<file path="src/pcc_pkg.sv">
`default_nettype none
package pcc_pkg;
  // ----------------------------------------
  // Register map
  // ----------------------------------------
  localparam int unsigned ADDR_W = 8;
  localparam int unsigned DATA_W = 8;
  localparam logic [7:0] OFS_MASTER_POWER = 8'h00;
  localparam logic [7:0] OFS_LOOP_CLOCK = 8'h01;
  localparam logic [7:0] OFS_BLOCK_POWER = 8'h04;
  localparam logic [7:0] RST_MASTER_POWER = 8'h00;
  localparam logic [7:0] RST_LOOP_CLOCK = 8'h41;
  localparam logic [7:0] RST_BLOCK_POWER = 8'h3f;
  // ----------------------------------------
  // Field positions
  // ----------------------------------------
  localparam int unsigned BIT_SOFT_RESET = 7;
  localparam int unsigned BIT_MASTER_POWER_ON = 0;
  localparam int unsigned BIT_LOOP_LOCKED = 7;
  localparam int unsigned BIT_UNLOCK_AUTOMUTE = 6;
  localparam int unsigned BIT_LOOP_REF_SELECT = 4;
  localparam int unsigned LSB_CLOCK_RATIO = 0;
  localparam int unsigned W_CLOCK_RATIO = 3;
  localparam int unsigned BIT_FRAME_CLOCK_POLARITY = 7;
  localparam int unsigned BIT_BIT_CLOCK_DATA_EDGE = 6;
  localparam int unsigned BIT_REGULATOR_ENABLE = 5;
  localparam int unsigned BIT_VREF_ENABLE = 4;
  localparam int unsigned LSB_CHANNEL_ENABLE = 0;
  localparam int unsigned NUM_CHANNELS = 4;
  // Clock ratio codes and multipliers
  localparam logic [2:0] RATIO_128 = 3'h0;
  localparam logic [2:0] RATIO_256 = 3'h1;
  localparam logic [2:0] RATIO_384 = 3'h2;
  localparam logic [2:0] RATIO_512 = 3'h3;
  localparam logic [2:0] RATIO_768 = 3'h4;
  localparam logic [9:0] MULT_128 = 10'h080;
  localparam logic [9:0] MULT_256 = 10'h100;
  localparam logic [9:0] MULT_384 = 10'h180;
  localparam logic [9:0] MULT_512 = 10'h200;
  localparam logic [9:0] MULT_768 = 10'h300;
endpackage
`default_nettype wire

</file>
<file path="src/pcc_ratio_decode.sv">
`timescale 1ns/10ps
`default_nettype none
module pcc_ratio_decode
  import pcc_pkg::*;
(
  input wire logic [2:0] code_i,
  output logic [9:0] mult_o,
  output logic reserved_o
);
  always_comb begin
    reserved_o = 1'b0;
    case (code_i)
      RATIO_128: mult_o = MULT_128;
      RATIO_256: mult_o = MULT_256;
      RATIO_384: mult_o = MULT_384;
      RATIO_512: mult_o = MULT_512;
      RATIO_768: mult_o = MULT_768;
      default: begin
        // Reserved codes fall back to the reset ratio
        mult_o = MULT_256;
        reserved_o = 1'b1;
      end
    endcase
  end
endmodule
`default_nettype wire

</file>
<file path="src/pcc_regs.sv">
`timescale 1ns/10ps
`default_nettype none
// Notes on behaviour
// - Writing 1 to soft-reset bit returns all logic and registers except the read-data register to defaults.
// - Master power-on bit 0 powers whole device down at 0, up at 1.
// - With master power on, each block still has its own enable.
// - Loop-locked flag is read-only, shows live lock state, resets to 0.
// - Unlock automute bit set mutes ADC data whenever loop loses lock.
// - Loop reference select: 0 master clock, 1 frame clock.
// - Clock ratio field picks 128,256,384,512,768 times; 5 to 7 reserved.
// - Bit 6 picks data edge, bit 7 frame-clock polarity.
// - Bit 5 enables regulator, bit 4 voltage reference, both reset 1.
// - Bits 3 to 0 enable channels 4 to 1, all reset 1.
module pcc_regs
  import pcc_pkg::*;
#(
  parameter int unsigned CHANNELS = NUM_CHANNELS
) (
  input wire logic clock_i,
  input wire logic srst_i,
  input wire logic wr_en_i,
  input wire logic rd_en_i,
  input wire logic [pcc_pkg::ADDR_W-1:0] addr_i,
  input wire logic [pcc_pkg::DATA_W-1:0] wdata_i,
  output logic [pcc_pkg::DATA_W-1:0] rdata_o,
  output logic addr_valid_o,
  input wire logic loop_locked_i,
  output logic core_reset_o,
  output logic master_power_on_o,
  output logic unlock_automute_o,
  output logic loop_ref_select_o,
  output logic [2:0] clock_ratio_select_o,
  output logic [9:0] loop_multiplier_o,
  output logic clock_ratio_reserved_o,
  output logic frame_clock_polarity_o,
  output logic bit_clock_data_edge_o,
  output logic regulator_enable_o,
  output logic vref_enable_o,
  output logic [CHANNELS-1:0] channel_enable_o,
  output logic adc_mute_o
);
  import pcc_pkg::*;

  if (CHANNELS != NUM_CHANNELS) begin : g_bad_channels
    $error("pcc_regs: only four channels are mapped");
  end

  // ----------------------------------------
  // Storage
  // ----------------------------------------
  logic [7:0] master_reg;
  logic [7:0] loop_reg;
  logic [7:0] block_reg;
  logic locked_reg;
  logic [7:0] rdata_reg;

  wire hit_master = (addr_i == OFS_MASTER_POWER);
  wire hit_loop = (addr_i == OFS_LOOP_CLOCK);
  wire hit_block = (addr_i == OFS_BLOCK_POWER);
  // Soft reset is a one-cycle self-clearing pulse, so the bit reads back 0
  wire soft_reset = wr_en_i & hit_master & wdata_i[BIT_SOFT_RESET];
  wire any_reset = srst_i | soft_reset;

  always_ff @(posedge clock_i) begin
    if (any_reset) begin
      master_reg <= RST_MASTER_POWER;
      loop_reg <= RST_LOOP_CLOCK;
      block_reg <= RST_BLOCK_POWER;
      locked_reg <= 1'b0;
    end else begin
      locked_reg <= loop_locked_i;
      if (wr_en_i && hit_master) begin
        master_reg <= wdata_i & ~(8'h01 << BIT_SOFT_RESET);
      end
      if (wr_en_i && hit_loop) begin
        loop_reg <= wdata_i & ~(8'h01 << BIT_LOOP_LOCKED);
      end
      if (wr_en_i && hit_block) begin
        block_reg <= wdata_i;
      end
    end
  end

  // ----------------------------------------
  // Read path
  // ----------------------------------------
  // Lock bit is the lock input registered one cycle, never written content
  wire [7:0] loop_view = loop_reg | ({7'h00, locked_reg} << BIT_LOOP_LOCKED);
  wire [7:0] rd_mux = hit_master ? master_reg :
                      hit_loop ? loop_view :
                      hit_block ? block_reg : 8'h00;

  always_ff @(posedge clock_i) begin
    if (srst_i) begin
      rdata_reg <= 8'h00;
    end else if (rd_en_i) begin
      rdata_reg <= rd_mux;
    end
  end

  assign rdata_o = rdata_reg;
  assign addr_valid_o = hit_master | hit_loop | hit_block;

  // ----------------------------------------
  // Control outputs
  // ----------------------------------------
  wire pwr = master_reg[BIT_MASTER_POWER_ON];
  wire [2:0] ratio_code = loop_reg[LSB_CLOCK_RATIO +: W_CLOCK_RATIO];

  assign core_reset_o = any_reset;
  assign master_power_on_o = pwr;
  assign unlock_automute_o = loop_reg[BIT_UNLOCK_AUTOMUTE];
  assign loop_ref_select_o = loop_reg[BIT_LOOP_REF_SELECT];
  assign clock_ratio_select_o = ratio_code;
  assign frame_clock_polarity_o = block_reg[BIT_FRAME_CLOCK_POLARITY];
  assign bit_clock_data_edge_o = block_reg[BIT_BIT_CLOCK_DATA_EDGE];
  // Block enables are gated by master power; any one can drop alone
  assign regulator_enable_o = pwr & block_reg[BIT_REGULATOR_ENABLE];
  assign vref_enable_o = pwr & block_reg[BIT_VREF_ENABLE];

  genvar g;
  generate
    for (g = 0; g < CHANNELS; g++) begin : g_ch
      assign channel_enable_o[g] = pwr & block_reg[LSB_CHANNEL_ENABLE + g];
    end
  endgenerate

  // Mute follows the live lock input so no unlocked sample escapes
  assign adc_mute_o = unlock_automute_o & ~loop_locked_i;

  pcc_ratio_decode u_ratio (
    .code_i(ratio_code),
    .mult_o(loop_multiplier_o),
    .reserved_o(clock_ratio_reserved_o)
  );

  // ----------------------------------------
  // Assertions
  // ----------------------------------------
  property p_soft_reset;
    @(posedge clock_i) disable iff (srst_i)
      soft_reset |=> (master_reg == RST_MASTER_POWER) && (loop_reg == RST_LOOP_CLOCK)
        && (block_reg == RST_BLOCK_POWER);
  endproperty
  a_soft_reset: assert property (p_soft_reset) else $error("soft reset left a register dirty");

  property p_power_gate;
    @(posedge clock_i) disable iff (srst_i)
      !master_power_on_o |-> (channel_enable_o == '0) && !regulator_enable_o && !vref_enable_o;
  endproperty
  a_power_gate: assert property (p_power_gate) else $error("block enabled while powered down");

  property p_block_alone;
    @(posedge clock_i) disable iff (srst_i)
      master_power_on_o |-> (channel_enable_o == block_reg[CHANNELS-1:0]);
  endproperty
  a_block_alone: assert property (p_block_alone) else $error("channel enable not independent");

  property p_lock_view;
    @(posedge clock_i) disable iff (srst_i || soft_reset)
      1'b1 |=> loop_view[BIT_LOOP_LOCKED] == $past(loop_locked_i);
  endproperty
  a_lock_view: assert property (p_lock_view) else $error("lock flag not live");

  property p_mute;
    @(posedge clock_i) disable iff (srst_i)
      (loop_reg[BIT_UNLOCK_AUTOMUTE] && !loop_locked_i) |-> adc_mute_o;
  endproperty
  a_mute: assert property (p_mute) else $error("unlock not muted");

  property p_no_mute;
    @(posedge clock_i) disable iff (srst_i)
      (!loop_reg[BIT_UNLOCK_AUTOMUTE] || loop_locked_i) |-> !adc_mute_o;
  endproperty
  a_no_mute: assert property (p_no_mute) else $error("spurious mute");

  property p_ref_write;
    @(posedge clock_i) disable iff (srst_i)
      (wr_en_i && hit_loop) |=> loop_ref_select_o == $past(wdata_i[BIT_LOOP_REF_SELECT]);
  endproperty
  a_ref_write: assert property (p_ref_write) else $error("reference select not written");

  property p_ratio;
    @(posedge clock_i) disable iff (srst_i)
      (clock_ratio_select_o == RATIO_768) |-> (loop_multiplier_o == MULT_768) && !clock_ratio_reserved_o;
  endproperty
  a_ratio: assert property (p_ratio) else $error("ratio decode wrong");

  property p_edges;
    @(posedge clock_i) disable iff (srst_i)
      (wr_en_i && hit_block && !soft_reset) |=>
        (bit_clock_data_edge_o == $past(wdata_i[6])) && (frame_clock_polarity_o == $past(wdata_i[7]));
  endproperty
  a_edges: assert property (p_edges) else $error("port edge bits not written");

  property p_reset_ones;
    @(posedge clock_i) srst_i |=> block_reg == RST_BLOCK_POWER;
  endproperty
  a_reset_ones: assert property (p_reset_ones) else $error("block power reset wrong");

  property p_lock_write;
    @(posedge clock_i) disable iff (srst_i)
      (wr_en_i && hit_loop) |=> !loop_reg[BIT_LOOP_LOCKED];
  endproperty
  a_lock_write: assert property (p_lock_write) else $error("lock bit stored");

  property p_master_write;
    @(posedge clock_i) disable iff (srst_i)
      (wr_en_i && hit_master && !soft_reset) |=> master_power_on_o == $past(wdata_i[BIT_MASTER_POWER_ON]);
  endproperty
  a_master_write: assert property (p_master_write) else $error("master power bit not written");

  property p_lock_reset;
    @(posedge clock_i) srst_i |=> !loop_view[BIT_LOOP_LOCKED];
  endproperty
  a_lock_reset: assert property (p_lock_reset) else $error("lock flag not cleared by reset");

  c_soft_reset: cover property (@(posedge clock_i) soft_reset);
  c_mute: cover property (@(posedge clock_i) adc_mute_o);
  c_power_up: cover property (@(posedge clock_i) master_power_on_o && channel_enable_o != '0);
  c_reserved: cover property (@(posedge clock_i) clock_ratio_reserved_o);
  c_frame_source: cover property (@(posedge clock_i) loop_ref_select_o && adc_mute_o);
endmodule
`default_nettype wire

</file>
<file path="config.mk">
export PLATFORM = sky130hd
export DESIGN_NAME = pcc_regs
export DESIGN_NICKNAME = d
export VERILOG_FILES = /design/src/pcc_pkg.sv /design/src/pcc_ratio_decode.sv /design/src/pcc_regs.sv
export SDC_FILE = /design/constraint.sdc
export NUM_CORES = 1
export LEC_CHECK = 0
export ABC_CLOCK_PERIOD_IN_PS = 2920
export BUFFER_PORTS_ARGS = -buffer_cell sky130_fd_sc_hd__buf_2
export CAP_MARGIN = 25
export CORE_MARGIN = 8
export CORE_UTILIZATION = 50
export CTS_CLUSTER_SIZE = 8
export DETAILED_ROUTE_END_ITERATION = 7
export GPL_TIMING_DRIVEN = 1
export PLACE_DENSITY = 0.91
export SLEW_MARGIN = 20
export SYNTH_ARGS = -nofsm -noshare
export SYNTH_HDL_FRONTEND = slang
export SYNTH_SLANG_ARGS = --single-unit
export TNS_END_PERCENT = 50
</file>
<file path="constraint.sdc">
create_clock -name clock_i -period 2.92 [get_ports clock_i]
set_input_delay 0.584 -clock clock_i [delete_from_list [all_inputs] [get_ports clock_i]]
set_output_delay 0.584 -clock clock_i [all_outputs]
set_load 0.01 [all_outputs]
</file>
==> results of run 1 <==
## cell usage after synthesis (2+ instances only)
library cell / count
clkbuf_1: 12
nor2_1: 4
buf_1: 3
nor4_1: 9
nand4_1: 15
or3b_2: 2
and2_1: 8
dfxtp_1: 31
nand2b_1: 8
or4_1: 5
or2_2: 3
buf_4: 10
inv_1: 2
nor2b_1: 8
and3b_1: 4
a222oi_1: 2
o21ai_0: 10
nor3b_1: 2
a31oi_1: 8
a21oi_1: 20
o31ai_1: 14
a32o_1: 5
nand2_1: 3
## path summary, 6_finish.rpt
check / start / to / slack [ns] / cells after the start
setup reg to reg: master_reg[2] / rdata_o[2] / 1.72 / 2
hold reg to reg: rdata_o[0] / rdata_o[0] / 0.45 / 2
hold / removal: srst_i / rdata_o[7] / 0.44 / 2
setup / recovery: addr_i[0] / core_reset_o / 0.40 / 5
## cell type report
class                      count  area [µm²]  area share (%)
clock buffer                   6        41.3            2.13
inverter                       2        7.51           0.387
multi-input combinational    144         921            47.5
sequential                    31         621            32.0
tap                           46        57.6            2.97
timing repair buffer          55         290            15.0
## stage by stage
step                worst slack [ns]  total power (µW)
floorplan                      0.498               492
global placement               0.426               520
detailed placement             0.408               521
CTS                            0.405               732
global route                   0.328               762
finish                         0.401               732
## power breakdown
group | total, µW | switching, µW | internal [µW]
Combinational | 90.0 | 60.5 | 29.5
Sequential | 424 | 0.588 | 424
Clock | 218 | 132 | 85.5
## routing by layer
metal  GRT usage, %  vias to the layer above  routed length, µm
li1               -                      821                  -
met5              0                        -                  0
met2           28.7                       93               2270
met1           22.5                      780               1990
met4           3.77                        0                 26
met3           5.32                        4                503
## logic make-up (layout without fill, tap and decap cells)
group	after synthesis	in the layout
mux	1	1
buf+inv	29	63
compound gates	63	63
flops	31	31
other cells	1	7
simple gates	73	73
## layout by cell type (no fill, tap or decap)
| cell | instances |
|---|---|
| buf_2 | 49 |
| dfxtp_1 | 31 |
| a21oi_1 | 20 |
| nand4_1 | 15 |
| o31ai_1 | 14 |
| o21ai_0 | 10 |
| and2_1 | 8 |
| nor2b_1 | 8 |
| nand2b_1 | 8 |
| nor4_1 | 8 |
| a31oi_1 | 8 |
| conb_1 | 7 |
| buf_4 | 6 |
| or4_1 | 5 |
| a32o_1 | 5 |
| clkbuf_4 | 5 |
| nor2_1 | 4 |
| and3b_1 | 4 |
| nand2_1 | 3 |
| or2_2 | 3 |
| or3b_2 | 2 |
| inv_1 | 2 |
| nor3b_1 | 2 |
| a222oi_1 | 2 |
| mux2i_1 | 1 |
| a21o_1 | 1 |
| or4_4 | 1 |
| a211oi_1 | 1 |
| o31a_1 | 1 |
| nor4_2 | 1 |
| and4_1 | 1 |
| o2111ai_1 | 1 |
| clkbuf_1 | 1 |
==> out/metrics.cfg, run 1 <==
[placed_design]
placed_cells=278
dp_hpwl_mm=3.52
finalWeightedCongestion=0.947
io_buffers=49
dpl-instance-area_um2=1900

[floorplanning]
die_h_um=73.8
core-area_um2=3260
die-width_um=73.8
initial_core_util_pct=51.2
die_area_um2=5440
num_rows=21
num_io_pins=57

[logic_synthesis]
synth-adder-area-share_pct=0
synth_area_leader_cell=dfxtp_1
synth_xor_xnor_area_share_pct=0
avgSynthCellArea_um2=8.42
yosysWarnings=0
synth_top_area_share_pct=37.2
synth_compound_area_share_pct=24.5
netlist_area_um2=1670
ys_seq_elements=31
synthSimpleGateAreaFrac_pct=28.2
synth_edf_count=0
synth_seq_area_share_pct=37.2
synth_cell_types=33
synth_top_family_by_area=simple AND/OR/NAND/NOR gates
synthCells=198
synth-main-ff-cell=dfxtp_1
synthTopCellsByArea=dfxtp_1 (37%), o31ai_1 (6.3%), a21oi_1 (6.0%)
yosys-mux-area-fraction_pct=0.600
ys_async_sr_fraction_pct=0

[grt]
grt_pass1_wl_mm=7.70
grt_use_total_pct=17.8
antenna_found_initial=0
gr-total-overflow=0
grt_max_degree=29
grt_pass1_vias=1583

[setup_path]
crit_buf_inv=3
critPathLaunchType=input port
cp_top_family=simple AND/OR/NAND/NOR gates
crit_slowest_cell=or3b_2
slowest_delay_ns=0.49
critPathKind=input port to primary output
endpoint_kind=primary output
crit_required_ns=2.34
cp.arrival_ns=1.94
crit_fanout=18
path_cells=buf_2, or3b_2, o31a_1, inv_1, buf_2
worst_path_most_repeated_cell=buf_2

[min_path]
hold_path_class=input port to flip-flop

[cells_and_area]
fillerInstances=311
syn_to_final_growth_pct=16.2
drive_gt1_share_pct=28.2
fin_util_pct=59.5
antenna-diode-count=0
design_area_um2=1940
final_cells=284
fin_nets=260

[sta]
fin_crit_sh_pct=86.3
tightest_slew_ns=0.951
hold_violations=0
timing.hold.ws_ns=0.437
finClkSkew_ns=0.00669
maxSlewViolCount=0
setup-tns-final_ns=0
rsz0062_at_grt=no
setup_viol=0
min_period_ns=2.52
max_freq_mhz=397
relSlewSlack_pct=36.5

[clock_tree]
numClockSinks=31
postCtsHoldBufs=0
cts_buffer_depth=2
clkLatencyLatePin_ns=0.32
post_cts_buffers=0
ctsResizeCount=0
cts_root_buffer=clkbuf_4
clkTransAtPathRegs_ns=0.09
cts_tree=yes
cts_made_buffers=5
ctsHtreeMaxLevel=2

[route]
firstDrtPassIters=6
wl_mm=4.79
drt-initial-drc-count=190
vias=1698
wl_per_cell_um=16.9
drc=0
vias_per_cell=5.98
route.antenna.remaining_nets=0

[pwr]
leakage_uw=0.000762
p_per_area_nw_per_um2=378
peakVddDrop_mv=0.246

[outcome]
status=finished clean

[flow_run]
cap_violations=0

No activity file was read; power rests on OpenSTA's default activity.
==> run 2, diff against run 1 <==
--- a/config.mk
+++ b/config.mk
@@ -5,15 +5,18 @@
 export SDC_FILE = /design/constraint.sdc
 export NUM_CORES = 1
 export LEC_CHECK = 0
+export ABC_AREA = 1
 export ABC_CLOCK_PERIOD_IN_PS = 2920
 export BUFFER_PORTS_ARGS = -buffer_cell sky130_fd_sc_hd__buf_2
 export CAP_MARGIN = 25
 export CORE_MARGIN = 8
-export CORE_UTILIZATION = 50
+export CORE_UTILIZATION = 51
+export CTS_BUF_LIST = sky130_fd_sc_hd__clkbuf_4
 export CTS_CLUSTER_SIZE = 8
 export DETAILED_ROUTE_END_ITERATION = 7
 export GPL_TIMING_DRIVEN = 1
-export PLACE_DENSITY = 0.91
+export MAX_ROUTING_LAYER = met4
+export PLACE_DENSITY = 0.93
 export SLEW_MARGIN = 20
 export SYNTH_ARGS = -nofsm -noshare
 export SYNTH_HDL_FRONTEND = slang
==> run 2 against run 1 <==
- combinational power fell by 36%
- non-clock buffer count fell by 3
- die area fell by 6.6%
- count of clock-buffer cells in the layout did not move
- global-route usage fell by 0.50 points
==> out/metrics.cfg, run 2 <==
[outcome]
status=finished clean

[logic_synthesis]
ys_seq_elements=31
synth_seq_area_share_pct=39.8
synth_cell_types=21
avgSynthCellArea_um2=6.69
synthTopCellsByCount=nand2_1 (79), nand3_1 (38), dfxtp_1 (31), a21oi_1 (22), inv_1 (19)
ys_async_sr_fraction_pct=0
yosysMostFrequentCell=nand2_1
synth_edf_count=0
synth-main-ff-cell=dfxtp_1
yosysWarnings=0
synth_top_area_share_pct=39.8
synthCells=233
synthTopCellsByArea=dfxtp_1 (40%), nand2_1 (19%), nand3_1 (12%)
netlist_area_um2=1560
synth_area_leader_cell=dfxtp_1

[clock_tree]
ctsResizeCount=0
cts_root_buffer=clkbuf_4
post_cts_buffers=0
clkTransAtPathRegs_ns=0.09
clkLatencyLatePin_ns=0.34
cts_buffer_depth=2
ctsHtreeMaxLevel=2
cts_made_buffers=5
numClockSinks=31
cts_tree=yes
postCtsHoldBufs=0

[cells_and_area]
fin_util_pct=61.2
antenna-diode-count=0
fin_nets=302
design_area_um2=1820
syn_to_final_growth_pct=16.9
final_common_cell=nand2_1
regArea_um2=621
final_cell_mix=nand2_1 (79), buf_2 (49), nand3_1 (38)
multi_input_comb_area_um2=761
drive_gt1_share_pct=24.6
fillerInstances=298

[setup_path]
path_cells=buf_2, nor2_1, nand2_1, nor2_4, nand2_4, o21ai_4, buf_2
crit_required_ns=2.34
crit_buf_inv=2
startpoint=addr_i[7]
slowest_delay_ns=0.37
worst_path_most_repeated_cell=buf_2
endpoint_kind=primary output
critPathLaunchType=input port
cp_top_family=simple AND/OR/NAND/NOR gates
crit_fanout=17
critPathKind=input port to primary output
crit_slowest_cell=nor2_4
cp.arrival_ns=1.72
reg2reg_from=master_reg[0]

[grt]
antenna_found_initial=0
grt_pass1_wl_mm=6.89
grt_pass1_vias=1575
grt_max_degree=18
gr-total-overflow=0
grt_use_total_pct=17.3

[route]
route.antenna.remaining_nets=0
firstDrtPassIters=4
wl_per_cell_um=13.1
wl_mm=4.10
drc=0
drt-initial-drc-count=94
vias_per_cell=5.21
vias=1631

[sta]
setup_ws_ns=0.612
min_period_ns=2.31
max_freq_mhz=433
maxSlewViolCount=0
hold_violations=0
setup-tns-final_ns=0
setup_viol=0
fin_crit_sh_pct=79.0
rsz0062_at_grt=no
finClkSkew_ns=0.00697

[placed_design]
io_buffers=49
dpl-instance-area_um2=1780
pre_cts_slack_ns=0.618
dp_hpwl_mm=3.09
finalWeightedCongestion=0.889

[floorplanning]
core-area_um2=2980
die-width_um=71.3
die_area_um2=5080
die_h_um=71.3
num_rows=20
num_io_pins=57
initial_core_util_pct=52.4

[min_path]
hold_path_class=input port to flip-flop
min_from=loop_locked_i

[pwr]
leakage_uw=0.000952
p_per_area_nw_per_um2=393
peakVddDrop_mv=0.236

[flow_run]
cap_violations=0

-- run 2: cell count changes in the layout (fill, tap and decap cells not counted), sizes merged, moves of 9 or more --
| cell | delta |
|---|---|
| nand4 | -15 |
| o31ai | -14 |
| nand2 | +78 |
| nand3 | +38 |
| nor4 | -9 |
| nor2 | +13 |
| inv | +20 |
-- run 2: report_power, final --
group	leakage (µW)	total, µW	internal [µW]	switching [µW]
sequential	0.000250	424	424	0.734
clock	0.0000276	234	94.7	139
combinational	0.000674	57.4	18.3	39.1
total	0.000952	716	537	179
-- run 2: worst paths after layout --
kind	to	slack, ns	cells after the start
setup / recovery	core_reset_o	0.61	7
setup reg to reg	rdata_o[0]	1.99	4
hold reg to reg	rdata_o[2]	0.47	2
hold / removal	locked_reg	0.47	3
-- run 2: final cells by class --
cell class,instances,area share (%)
multi-input combinational,168,41.8
clock buffer,6,2.47
timing repair buffer,52,14.7
tap,33,2.27
inverter,23,4.74
sequential,31,34.1
-- run 2: cells by family after synthesis --
group / count (synthesis) / share of synthesized area [%]
other: 1 / 0.241
AOI/OAI and AO/OA: 25 / 8.91
and+or+nand+nor: 136 / 38.2
DFF: 31 / 39.8
buffers and inverters: 40 / 12.8
-- run 2: routing by layer --
| layer | wire [µm] | part of all wire (%) | up-vias | global-route usage, % |
|---|---|---|---|---|
| li1 | - | - | 817 | - |
| met1 | 1640 | 40 | 727 | 17.9 |
| met2 | 1930 | 47 | 78 | 28.6 |
| met3 | 456 | 11 | 9 | 5.58 |
| met4 | 74 | 1.8 | 0 | 9.47 |
| met5 | 0 | 0 | - | - |
-- run 2: stage by stage --
step	power [µW]	hold slack, ns	instances
detailed placement	491	0.456	307
floorplan	473	0.439	239
finish	716	0.466	313
global route	744	0.453	313
global placement	489	0.451	307
CTS	718	0.460	313
-- run 2: tightest hold or removal path: cells and delay by family --
| kind | cells | cell delay (ns) |
|---|---|---|
| buffers and inverters | 2 | 0.15 |
| and+or+nand+nor | 1 | 0.03 |
